File: src/core/ptu_cfg.svh
// Offsets, field positions, reset values and timing counts of the timer.
`ifndef PTU_CFG_SVH
`define PTU_CFG_SVH

// ****************************************************************
// Register map
// ****************************************************************
`define PTU_DW 16
`define PTU_AW 8
`define PTU_REG_CTL 4'h0
`define PTU_REG_IEN 4'h1
`define PTU_REG_STS 4'h2
`define PTU_REG_CNT 4'h3
`define PTU_REG_GR0 4'h4
`define PTU_REG_IOC0 4'h8
`define PTU_NUM_CH 4'h6
`define PTU_ADDR_MSTOP 8'h60

// ****************************************************************
// Field positions
// ****************************************************************
`define PTU_CTL_CLR_LSB 0
`define PTU_CTL_BUF 3
`define PTU_CTL_RUN 4
`define PTU_IEN_OVF 4
`define PTU_IEN_UDF 5
`define PTU_IEN_ADC 6
`define PTU_IEN_DMA 7
`define PTU_IEN_XFR_LSB 8
`define PTU_FLG_OVF 4
`define PTU_FLG_UDF 5
`define PTU_IOC_CAP 0

// ****************************************************************
// Reset values and timing
// ****************************************************************
`define PTU_MSTOP_RST 1'b1
`define PTU_GR_RST 16'h0000
`define PTU_CNT_MAX 16'hFFFF
`define PTU_XFER_MASK_CYC 3'h5

`endif

File: src/core/ptu_pkg.sv
// Types shared by the timer event logic and its bench.
`include "ptu_cfg.svh"
package ptu_pkg;

    typedef struct packed {
        logic [`PTU_AW-1:0] addr;
        logic [`PTU_DW-1:0] wdata;
        logic wr;
        logic rd;
    } ptu_bus_t;

    typedef enum logic [1:0] {
        PTU_PIN_HOLD = 2'h0,
        PTU_PIN_LOW = 2'h1,
        PTU_PIN_HIGH = 2'h2,
        PTU_PIN_TOGGLE = 2'h3
    } ptu_pin_act_t;

endpackage : ptu_pkg

File: src/core/ptu_event_logic.sv
// Event, request routing and access conflict logic of the six-channel timer.
//
// Functional notes
// - Every channel's overflow sets its overflow flag; request while enabled.
// - Channels 1, 2, 4, 5 detect underflow, set flag, request while enabled.
// - Overflow and underflow requests stay until their flag is cleared.
// - All sixteen capture/compare events can request the transfer controller.
// - Only each channel's first register event requests the DMA controller.
// - First flag set with A/D trigger enabled sends a conversion start.
// - Match fires as counter leaves matched value; programmed pin level follows.
// - No further match until the next counter input clock.
// - Software clears a flag by reading it as one, then writing zero.
// - Transfer start clears the flag and its request on the next clock.
// - Next request masked until later of transfer end or five clocks.
// - Unit starts in module stop; registers accessible once stop cleared.
// - Clear on match acts in last matching cycle, period is value plus one.
// - Counter clear wins over a simultaneous counter write.
// - Counter write wins over a simultaneous increment.
// - Compare register write suppresses a coinciding match.
// - Buffer transfer on match carries data written in the same cycle.
// - Capture during a register read returns the newly captured value.
// - Capture wins over a simultaneous compare register write.
// - Buffer transfer on capture wins over a simultaneous buffer write.
// - Overflow or underflow coinciding with counter clear sets no flag.
// - Counter write coinciding with overflow or underflow sets no flag.
// - Each capture or compare event sets its flag, requests while enabled.
//
// The implementer's own choices: strobed register access and the register addresses.
`timescale 1ns/1ps
`include "ptu_cfg.svh"
module ptu_event_logic
    import ptu_pkg::*;
#(
    parameter logic [2:0] XFER_MASK = `PTU_XFER_MASK_CYC
)
(
    input wire logic ref_clk,
    input wire logic rst_b,
    input wire ptu_bus_t bus,
    input wire logic [5:0] count_tick,
    input wire logic [5:0] count_down,
    input wire logic [15:0] capture_in,
    input wire logic [15:0] xfer_start,
    input wire logic [15:0] xfer_end,
    input wire logic [5:0] dma_start,
    input wire logic [5:0] dma_end,
    output logic [15:0] rdata,
    output logic [15:0] capture_match_irq,
    output logic [5:0] overflow_irq,
    output logic [5:0] underflow_irq,
    output logic [15:0] xfer_req,
    output logic [5:0] dma_req,
    output logic adc_start,
    output logic [15:0] timer_io_pin
);

    // ****************************************************************
    // Reset release
    // ****************************************************************
    logic [1:0] rst_sync_r;
    logic rst_n;

    always_ff @(posedge ref_clk or negedge rst_b)
    begin
        if (!rst_b)
            rst_sync_r <= 2'h0;
        else
            rst_sync_r <= {rst_sync_r[0], 1'b1};
    end
    assign rst_n = rst_sync_r[1];

    // ****************************************************************
    // Module stop and bus read path
    // ****************************************************************
    logic mstop_r;
    logic mstop_nxt;
    logic [15:0] rdata_r;
    logic [15:0] rdata_nxt;
    logic adc_r;
    logic adc_nxt;
    logic acc_ok;
    logic [15:0] rd_ch [6];
    logic [5:0] adc_hit;

    // Stopped unit ignores all accesses except to the stop control itself.
    assign acc_ok = ~mstop_r;

    always_comb
    begin
        mstop_nxt = mstop_r;
        rdata_nxt = 16'h0000;
        adc_nxt = |adc_hit;
        if (bus.wr && bus.addr == `PTU_ADDR_MSTOP)
            mstop_nxt = bus.wdata[0];
        if (bus.rd)
        begin
            if (bus.addr == `PTU_ADDR_MSTOP)
                rdata_nxt = {15'h0000, mstop_r};
            else if (acc_ok && bus.addr[7:4] < `PTU_NUM_CH)
                rdata_nxt = rd_ch[bus.addr[6:4]];
        end
    end

    always_ff @(posedge ref_clk or negedge rst_n)
    begin
        if (!rst_n)
        begin
            mstop_r <= `PTU_MSTOP_RST;
            rdata_r <= 16'h0000;
            adc_r <= 1'b0;
        end
        else
        begin
            mstop_r <= mstop_nxt;
            rdata_r <= rdata_nxt;
            adc_r <= adc_nxt;
        end
    end
    assign rdata = rdata_r;
    assign adc_start = adc_r;

    // ****************************************************************
    // Per-channel counter, registers, flags and requests
    // ****************************************************************
    for (genvar ch = 0; ch < 6; ch++)
    begin : ch_g
        localparam int NGR = (ch == 0 || ch == 3) ? 4 : 2;
        localparam bit HAS_UDF = !(ch == 0 || ch == 3);
        localparam int SB = (ch == 0) ? 0 : (ch == 1) ? 4 : (ch == 2) ? 6 :
                            (ch == 3) ? 8 : (ch == 4) ? 12 : 14;
        localparam logic [5:0] FLG_OK = {HAS_UDF, 1'b1,
                                         (NGR == 4) ? 4'hF : 4'h3};

        logic [15:0] cnt_r, cnt_nxt;
        logic [15:0] gr_r [4];
        logic [15:0] gr_nxt [4];
        logic [2:0] ioc_r [4];
        logic [2:0] ioc_nxt [4];
        logic [4:0] ctl_r, ctl_nxt;
        logic [11:0] ien_r, ien_nxt;
        logic [5:0] flg_r, flg_nxt;
        logic [5:0] arm_r, arm_nxt;
        logic [5:0] irq_r, irq_nxt;
        logic [3:0] xreq_r, xreq_nxt;
        logic dreq_r, dreq_nxt;
        logic [3:0] pin_r, pin_nxt;
        logic [2:0] xm_r [4];
        logic [2:0] xm_nxt [4];
        logic [3:0] xb_r, xb_nxt;
        logic [2:0] dm_r, dm_nxt;
        logic db_r, db_nxt;
        logic [15:0] rd_val;
        logic sel, wr_ctl, wr_ien, wr_sts, wr_cnt, rd_sts;
        logic [3:0] wr_gr, wr_ioc, match, cap, active;
        logic [5:0] flg_set, flg_clr;
        logic run, tick, dn, clr, buf_on;
        logic [2:0] clr_sel;
        logic adc_bit;
        logic [3:0] cap_src, xs_src, xe_src;

        always_comb
        begin
            sel = acc_ok && bus.addr[7:4] == 4'(ch);
            wr_ctl = sel && bus.wr && bus.addr[3:0] == `PTU_REG_CTL;
            wr_ien = sel && bus.wr && bus.addr[3:0] == `PTU_REG_IEN;
            wr_sts = sel && bus.wr && bus.addr[3:0] == `PTU_REG_STS;
            rd_sts = sel && bus.rd && bus.addr[3:0] == `PTU_REG_STS;
            wr_cnt = sel && bus.wr && bus.addr[3:0] == `PTU_REG_CNT;
            run = acc_ok && ctl_r[`PTU_CTL_RUN];
            tick = run && count_tick[ch];
            dn = HAS_UDF && count_down[ch];
            buf_on = (NGR == 4) && ctl_r[`PTU_CTL_BUF];
            clr_sel = ctl_r[`PTU_CTL_CLR_LSB+:3];
            clr = 1'b0;
            flg_set = 6'h00;
            for (int g = 0; g < 4; g++)
            begin
                active[g] = (g < NGR) && !(buf_on && g >= 2);
                wr_gr[g] = sel && bus.wr && (g < NGR) &&
                           bus.addr[3:0] == `PTU_REG_GR0 + 4'(g);
                wr_ioc[g] = sel && bus.wr && (g < NGR) &&
                            bus.addr[3:0] == `PTU_REG_IOC0 + 4'(g);
                // Match only on a counter clock, so a rewrite of the same
                // value can never produce one on its own.
                match[g] = active[g] && tick && !ioc_r[g][`PTU_IOC_CAP] &&
                           cnt_r == gr_r[g] && !wr_gr[g];
                cap[g] = active[g] && run && ioc_r[g][`PTU_IOC_CAP] &&
                         cap_src[g];
                flg_set[g] = match[g] || cap[g];
                if (clr_sel == 3'(g + 1) && (match[g] || cap[g]))
                    clr = 1'b1;
            end
            // Counter next value: clear beats write, write beats count.
            cnt_nxt = cnt_r;
            if (clr)
                cnt_nxt = 16'h0000;
            else if (wr_cnt)
                cnt_nxt = bus.wdata;
            else if (tick && dn)
                cnt_nxt = cnt_r - 16'h0001;
            else if (tick)
                cnt_nxt = cnt_r + 16'h0001;
            flg_set[`PTU_FLG_OVF] = tick && !dn && cnt_r == `PTU_CNT_MAX &&
                                    !clr && !wr_cnt;
            flg_set[`PTU_FLG_UDF] = tick && dn && cnt_r == 16'h0000 &&
                                    !clr && !wr_cnt;
            // General registers, buffers and compare outputs.
            pin_nxt = pin_r;
            for (int g = 0; g < 4; g++)
            begin
                ioc_nxt[g] = wr_ioc[g] ? bus.wdata[2:0] : ioc_r[g];
                gr_nxt[g] = wr_gr[g] ? bus.wdata : gr_r[g];
            end
            for (int g = 0; g < 2; g++)
            begin
                if (buf_on && match[g])
                    gr_nxt[g] = wr_gr[g+2] ? bus.wdata : gr_r[g+2];
                if (buf_on && cap[g])
                    gr_nxt[g+2] = gr_r[g];
            end
            for (int g = 0; g < 4; g++)
            begin
                if (cap[g])
                    gr_nxt[g] = cnt_r;
                if (match[g])
                begin
                    case (ptu_pin_act_t'(ioc_r[g][2:1]))
                        PTU_PIN_LOW: pin_nxt[g] = 1'b0;
                        PTU_PIN_HIGH: pin_nxt[g] = 1'b1;
                        PTU_PIN_TOGGLE: pin_nxt[g] = ~pin_r[g];
                        default: pin_nxt[g] = pin_r[g];
                    endcase
                end
            end
            ctl_nxt = wr_ctl ? bus.wdata[4:0] : ctl_r;
            ien_nxt = wr_ien ? bus.wdata[11:0] : ien_r;
            // Flag clearing by software or transfer start; set wins.
            flg_clr = 6'h00;
            for (int i = 0; i < 6; i++)
            begin
                flg_clr[i] = wr_sts && !bus.wdata[i] && arm_r[i];
            end
            for (int g = 0; g < 4; g++)
            begin
                flg_clr[g] = flg_clr[g] || xs_src[g];
            end
            flg_clr[0] = flg_clr[0] || dma_start[ch];
            flg_nxt = (flg_set | (flg_r & ~flg_clr)) & FLG_OK;
            if (wr_sts)
                arm_nxt = 6'h00;
            else if (rd_sts)
                arm_nxt = arm_r | flg_nxt;
            else
                arm_nxt = arm_r;
            // Transfer masking runs five clocks from start, or to the end.
            for (int g = 0; g < 4; g++)
            begin
                xm_nxt[g] = (xm_r[g] != 3'h0) ? xm_r[g] - 3'h1 : 3'h0;
                xb_nxt[g] = xb_r[g];
                if (xe_src[g])
                    xb_nxt[g] = 1'b0;
                if (xs_src[g])
                begin
                    xm_nxt[g] = XFER_MASK - 3'h1;
                    xb_nxt[g] = 1'b1;
                end
                xreq_nxt[g] = flg_nxt[g] && ien_nxt[`PTU_IEN_XFR_LSB+g] &&
                              xm_nxt[g] == 3'h0 && !xb_nxt[g];
            end
            dm_nxt = (dm_r != 3'h0) ? dm_r - 3'h1 : 3'h0;
            db_nxt = dma_end[ch] ? 1'b0 : db_r;
            if (dma_start[ch])
            begin
                dm_nxt = XFER_MASK - 3'h1;
                db_nxt = 1'b1;
            end
            dreq_nxt = flg_nxt[0] && ien_nxt[`PTU_IEN_DMA] &&
                       dm_nxt == 3'h0 && !db_nxt;
            irq_nxt = flg_nxt & ien_nxt[5:0];
            adc_bit = flg_nxt[0] && !flg_r[0] &&
                          ien_r[`PTU_IEN_ADC];
            // Reads show the values after this cycle's events.
            case (bus.addr[3:0])
                `PTU_REG_CTL: rd_val = {11'h000, ctl_r};
                `PTU_REG_IEN: rd_val = {4'h0, ien_r};
                `PTU_REG_STS: rd_val = {10'h000, flg_nxt};
                `PTU_REG_CNT: rd_val = cnt_nxt;
                4'h4, 4'h5, 4'h6, 4'h7:
                    // The index is widened, as a two-bit four wraps to zero.
                    rd_val = ({1'b0, bus.addr[1:0]} < 3'(NGR)) ?
                             gr_nxt[bus.addr[1:0]] : 16'h0000;
                4'h8, 4'h9, 4'hA, 4'hB:
                    rd_val = ({1'b0, bus.addr[1:0]} < 3'(NGR)) ?
                             {13'h0000, ioc_r[bus.addr[1:0]]} : 16'h0000;
                default: rd_val = 16'h0000;
            endcase
        end
        assign rd_ch[ch] = rd_val;
        assign adc_hit[ch] = adc_bit;

        always_ff @(posedge ref_clk or negedge rst_n)
        begin
            if (!rst_n)
            begin
                cnt_r <= 16'h0000;
                ctl_r <= 5'h00;
                ien_r <= 12'h000;
                flg_r <= 6'h00;
                arm_r <= 6'h00;
                irq_r <= 6'h00;
                xreq_r <= 4'h0;
                dreq_r <= 1'b0;
                pin_r <= 4'h0;
                xb_r <= 4'h0;
                dm_r <= 3'h0;
                db_r <= 1'b0;
                for (int g = 0; g < 4; g++)
                begin
                    gr_r[g] <= `PTU_GR_RST;
                    ioc_r[g] <= 3'h0;
                    xm_r[g] <= 3'h0;
                end
            end
            else
            begin
                cnt_r <= cnt_nxt;
                ctl_r <= ctl_nxt;
                ien_r <= ien_nxt;
                flg_r <= flg_nxt;
                arm_r <= arm_nxt;
                irq_r <= irq_nxt;
                xreq_r <= xreq_nxt;
                dreq_r <= dreq_nxt;
                pin_r <= pin_nxt;
                xb_r <= xb_nxt;
                dm_r <= dm_nxt;
                db_r <= db_nxt;
                for (int g = 0; g < 4; g++)
                begin
                    gr_r[g] <= gr_nxt[g];
                    ioc_r[g] <= ioc_nxt[g];
                    xm_r[g] <= xm_nxt[g];
                end
            end
        end

        assign overflow_irq[ch] = irq_r[`PTU_FLG_OVF];
        assign underflow_irq[ch] = irq_r[`PTU_FLG_UDF];
        assign dma_req[ch] = dreq_r;
        for (genvar g = 0; g < NGR; g++)
        begin : src_g
            assign capture_match_irq[SB+g] = irq_r[g];
            assign xfer_req[SB+g] = xreq_r[g];
            assign timer_io_pin[SB+g] = pin_r[g];
            assign cap_src[g] = capture_in[SB+g];
            assign xs_src[g] = xfer_start[SB+g];
            assign xe_src[g] = xfer_end[SB+g];
        end
        // Registers C and D are missing on short channels, so see no events.
        if (NGR == 2)
        begin : pad_g
            assign cap_src[3:2] = 2'h0;
            assign xs_src[3:2] = 2'h0;
            assign xe_src[3:2] = 2'h0;
        end
    end

endmodule : ptu_event_logic

File: config.mk
export PLATFORM = sky130hd
export DESIGN_NAME = ptu_event_logic
export DESIGN_NICKNAME = d
export VERILOG_FILES = /design/src/core/ptu_pkg.sv /design/src/core/ptu_event_logic.sv
export VERILOG_INCLUDE_DIRS = /design/src /design/src/core
export SDC_FILE = /design/constraint.sdc
export NUM_CORES = 2
export LEC_CHECK = 0
export BUFFER_PORTS_ARGS = -buffer_cell sky130_fd_sc_hd__clkbuf_2
export CAP_MARGIN = 25
export CORE_ASPECT_RATIO = 1.75
export CORE_MARGIN = 3
export CORE_UTILIZATION = 59
export DETAILED_ROUTE_END_ITERATION = 8
export GPL_TIMING_DRIVEN = 0
export PLACE_DENSITY = 0.86
export SLEW_MARGIN = 20
export SYNTH_ARGS = -nofsm -noshare
export SYNTH_HDL_FRONTEND = slang
export SYNTH_SLANG_ARGS = --single-unit
File: constraint.sdc
create_clock -name ref_clk -period 40.6 [get_ports ref_clk]
set_input_delay 8.12 -clock ref_clk [delete_from_list [all_inputs] [get_ports ref_clk]]
set_output_delay 8.12 -clock ref_clk [all_outputs]
set_load 0.1 [all_outputs]
==> metrics, run 1 <==
Resized cells post-CTS=0; Die W=211 µm; pin count of the biggest net entering global routing=62; post-synthesis cell area=43,500 µm²; Initial Util=0.597; failing step=5_1_grt; Remaining Overflow, GRT=20; YS warnings=0; root buffer cell=clkbuf_16; H-tree Lvls=3; placer congestion estimate=1.24; Total GRT Usage=0.672; sequential element share of the synthesized area=0.417; Die Y=365 µm; first-pass GRT wire length=366,000 µm; vias in the first global route=47,700; Num CTS Buffers=71; Avg Cell Area, Syn=8.87 µm²; EDFF count, synth=0; Synth Flop Type=dfrtp_1; Cells after Synth=4,908; Post-synth ARST share=1.00; Detail Placement HPWL=179,000 µm; Netlist cell types=107; num rows=131; number of clock sinks=726; post-CTS setup buffer count=0; CTS Hold Bufs=0; status=stopped before the end; Port Buf Inserts=166; Seq cells post-synth=726; CTS Buffer Depth=3; Err=[ERROR GRT-0116] Global routing finished with congestion. Check the congestion regions in the DRC Viewer.; pre-CTS WS=27.37 ns; I/O pins=183; DP Area=46,400 µm²
synth_stat cells (all sizes together), types with 46 or more instances:
cell    instances  share of area
ha             56          0.016
nand2         650          0.056
xor2          171          0.034
o22ai          73          0.010
mux2i         159          0.037
mux2          124          0.032
nand3         119          0.014
nor4           64         0.0097
inv            99         0.0085
nor2          441          0.039
a211oi         53         0.0093
buf            84         0.0098
o21ai         277          0.032
nand2b         68         0.0098
nor3           99          0.013
a31oi         115          0.017
clkbuf        318          0.027
a221oi         46         0.0094
xnor2         171          0.034
nand4          94          0.014
a21oi         234          0.027
and2           51         0.0073
dfrtp         725           0.42
per-layer routing:
layer	GRT overflow	track usage
met3	0	0.459
met4	11	0.669
met5	0	0.217
met1	0	0.680
met2	9	0.871
per-stage QoR:
step	cells	utilization	hold slack, ns
3_5_place_dp	6054	0.636	0.129
3_3_place_gp	6006	0.624	0.342
2_1_floorplan	4909	-	0.331
4_1_cts	6182	0.671	0.137
logic make-up after synthesis:
group | synth area share
other | 0.000172
xor gates and xnor gates | 0.0688
buffers and inverters | 0.0458
adders and majority gates | 0.0161
and+or+nand+nor | 0.214
muxes | 0.0717
DFF | 0.417
AOI/OAI and AO/OA | 0.166
==> run 2, diff against run 1 <==
Settings changed: CORE_ASPECT_RATIO 1.75 to not set, CORE_UTILIZATION 59 to 40, PLACE_DENSITY 0.86 to not set, PLACE_DENSITY_LB_ADDON set to 0.15.
==> run 2 against run 1 <==
The flow now finishes without violations; area after synthesis did not move; synthesized cell count did not move.
==> metrics, run 2 <==
status=completed; final core occ=0.472; Critical Path Sink Type=register; CTS tree=yes; RR Startpoint=mstop_r$_DFFE_PN1P_; Detail Placement HPWL=193,000 µm; P&R area growth vs syn=16.5%; core area=108,000 µm²; root buffer cell=clkbuf_16; cell-internal power=0.00145 W; Clk pwr share=0.399; DRT iter0 DRCs=6,801; top-count cell post-synth=dfrtp_1; setup slack, reg-to-reg=33.73 ns; Die Y=336 µm; largest area contributor in the netlist=dfrtp_1; final setup fails=0; clk_lat worst skew=0.72 ns; worst vdd ir=0.0274 mV; Resized cells post-CTS=0; drt first pass iters=7; Final Slew Violations=0; YS warnings=0; most frequent cells in the layout=dfrtp_1, nand2_1, nor2_1; Netlist cell types=107; Worst Path Required=41.19 ns; Remaining Overflow, GRT=0; vias in the first global route=41,700; Avg Cell Area, Syn=8.87 µm²; skew final=0.0361 ns; fin nets=5,387; die area=113,000 µm²; drt wl/cell=38.3 µm; Hold Path Class=reg -> async; H-tree Lvls=3; Flop pwr share=0.373; number of clock sinks=726; Sw Ratio=0.346; I/O pins=183; max FFs per register=256; EDFF count, synth=0; Max FO, Critical Path=10; Leak=23.3 nW; unrepaired setup endpoints after global routing=no; most common cell after layout, fill and taps aside=dfrtp_1; Arrival @ worst endpoint=13.74 ns; maxcap violations=0; Final Hold Viols=0; share of the synthesized area in the top cell type=0.417; Startpoint Class=input port; Final min period=13.15 ns; layout cells sized above 1=0.143; first-pass GRT wire length=348,000 µm; Post-synth ARST share=1.00; post-route ant nets=0; Die W=336 µm; sequential element share of the synthesized area=0.417; final worst path period share=0.324; post-synthesis cell area=43,500 µm²; setup TNS=0 ns; FF-to-FF End=rdata[2]$_DFF_PN0_; most flop-heavy register=ch_g.gr_r; Tightest Pin Transition=1.33 ns; num rows=120; Cells after Synth=4,908; Crit Path Class=in -> reg; initial antenna violation count=38; Total GRT Usage=0.448; worst reg2reg path depth=10; critical path startpoint=bus[19]; CP endpoint=rdata[3]$_DFF_PN0_; top post-synthesis cells by area=dfrtp_1, nand2_1, nor2_1; pin count of the biggest net entering global routing=55; CTS Buffer Depth=3; Num CTS Buffers=89; Seq cells post-synth=726; drt total wl=258,000 µm; NetSw=0.000769 W; CTS Hold Bufs=0; power per cell area=43.8 nW/µm²; placer congestion estimate=1.09; Tot Pwr=0.00222 W; logic gate share of total power=0.229; post-CTS setup buffer count=0; biggest regs=ch_g.gr_r (256), ch_g.cnt_r (96), ch_g.ien_r (72); synth cell count leaders=dfrtp_1, nand2_1, nor2_1; via count=45,000; Peak Freq=0.0760 GHz; vias per cell=6.68; Residual DRC=0; Synth Flop Type=dfrtp_1; Initial Util=0.405; Port Buf Inserts=166; Reg clk slew, reported paths=0.06 ns; Rel. slew slack=0.113
## run 2: how the worst min path moves through the flow
stage                                 start                        end  depth (start not counted)
finish              rst_sync_r[1]$_DFF_PN0_  ch_g[2].xm_r[8]$_DFF_PN0_                          0
detailed placement  rst_sync_r[1]$_DFF_PN0_  ch_g[2].xm_r[8]$_DFF_PN0_                          0
floorplan           rst_sync_r[0]$_DFF_PN0_    rst_sync_r[1]$_DFF_PN0_                          0
CTS                 rst_sync_r[1]$_DFF_PN0_  ch_g[2].xm_r[8]$_DFF_PN0_                          0
global route        rst_sync_r[1]$_DFF_PN0_  ch_g[2].xm_r[8]$_DFF_PN0_                          0
global placement    rst_sync_r[0]$_DFF_PN0_    rst_sync_r[1]$_DFF_PN0_                          0
## run 2: layout make-up
cell class	instances	area, µm²
antenna	33	82.6
buffer	402	1720
clock buffer	121	2570
clock inverter	43	583
fill	10500	56800
inverter	100	375
multi-input combinational	3681	23500
sequential	726	18200
tap	1403	1760
timing repair buffer	231	1990
## run 2: power by group through the flow
stage / Combinational [W] / Sequential [W] / Clock, W
6_report: 0.000508 / 0.000828 / 0.000886
5_1_grt: 0.000526 / 0.000834 / 0.000912
4_1_cts: 0.000485 / 0.000826 / 0.000882
3_5_place_dp: 0.000483 / 0.000839 / 0
3_3_place_gp: 0.000456 / 0.000855 / 0
2_1_floorplan: 0.000274 / 0.000839 / 0
## run 2: worst max-delay path: stages
cell      delay, ns
clkbuf_2       0.15
nor4b_4        0.56
buf_2          0.61
buf_1          1.02
clkbuf_1       1.04
clkbuf_2       0.87
a22oi_1        0.24
o211ai_1       0.32
o311ai_1       0.45
nand3_1        0.34
## run 2: cell families after synthesis
| logic type | Yosys count | synth area share |
|---|---|---|
| compound gates | 1113 | 0.166 |
| xor+xnor | 342 | 0.0688 |
| fa+ha+maj | 56 | 0.0161 |
| buf+inv | 502 | 0.0458 |
| flops | 726 | 0.417 |
| mux | 289 | 0.0717 |
| other cells | 2 | 0.000172 |
| simple gates | 1878 | 0.214 |
## run 2: per-stage QoR
stage	instances	setup slack, ns	cell area (µm²)	hold slack, ns
after floorplan	4909	18.87	43500	0.331
after detailed placement	6536	27.45	47400	0.255
after CTS	6700	28.14	50600	0.260
final	6740	27.45	50700	0.248
after global routing	6709	27.95	50600	0.281
after global placement	6478	8.09	46100	0.341
## run 2: per-layer routing
metal  up-vias  routed length [µm]  track usage
met5         -                 249            0
met4        22               23600        0.340
met3       950               35200        0.170
met2      3632              102000        0.610
met1     22100               97700        0.572
li1      18300                   -            -
Note: power is estimated with default switching activity, not from simulation.
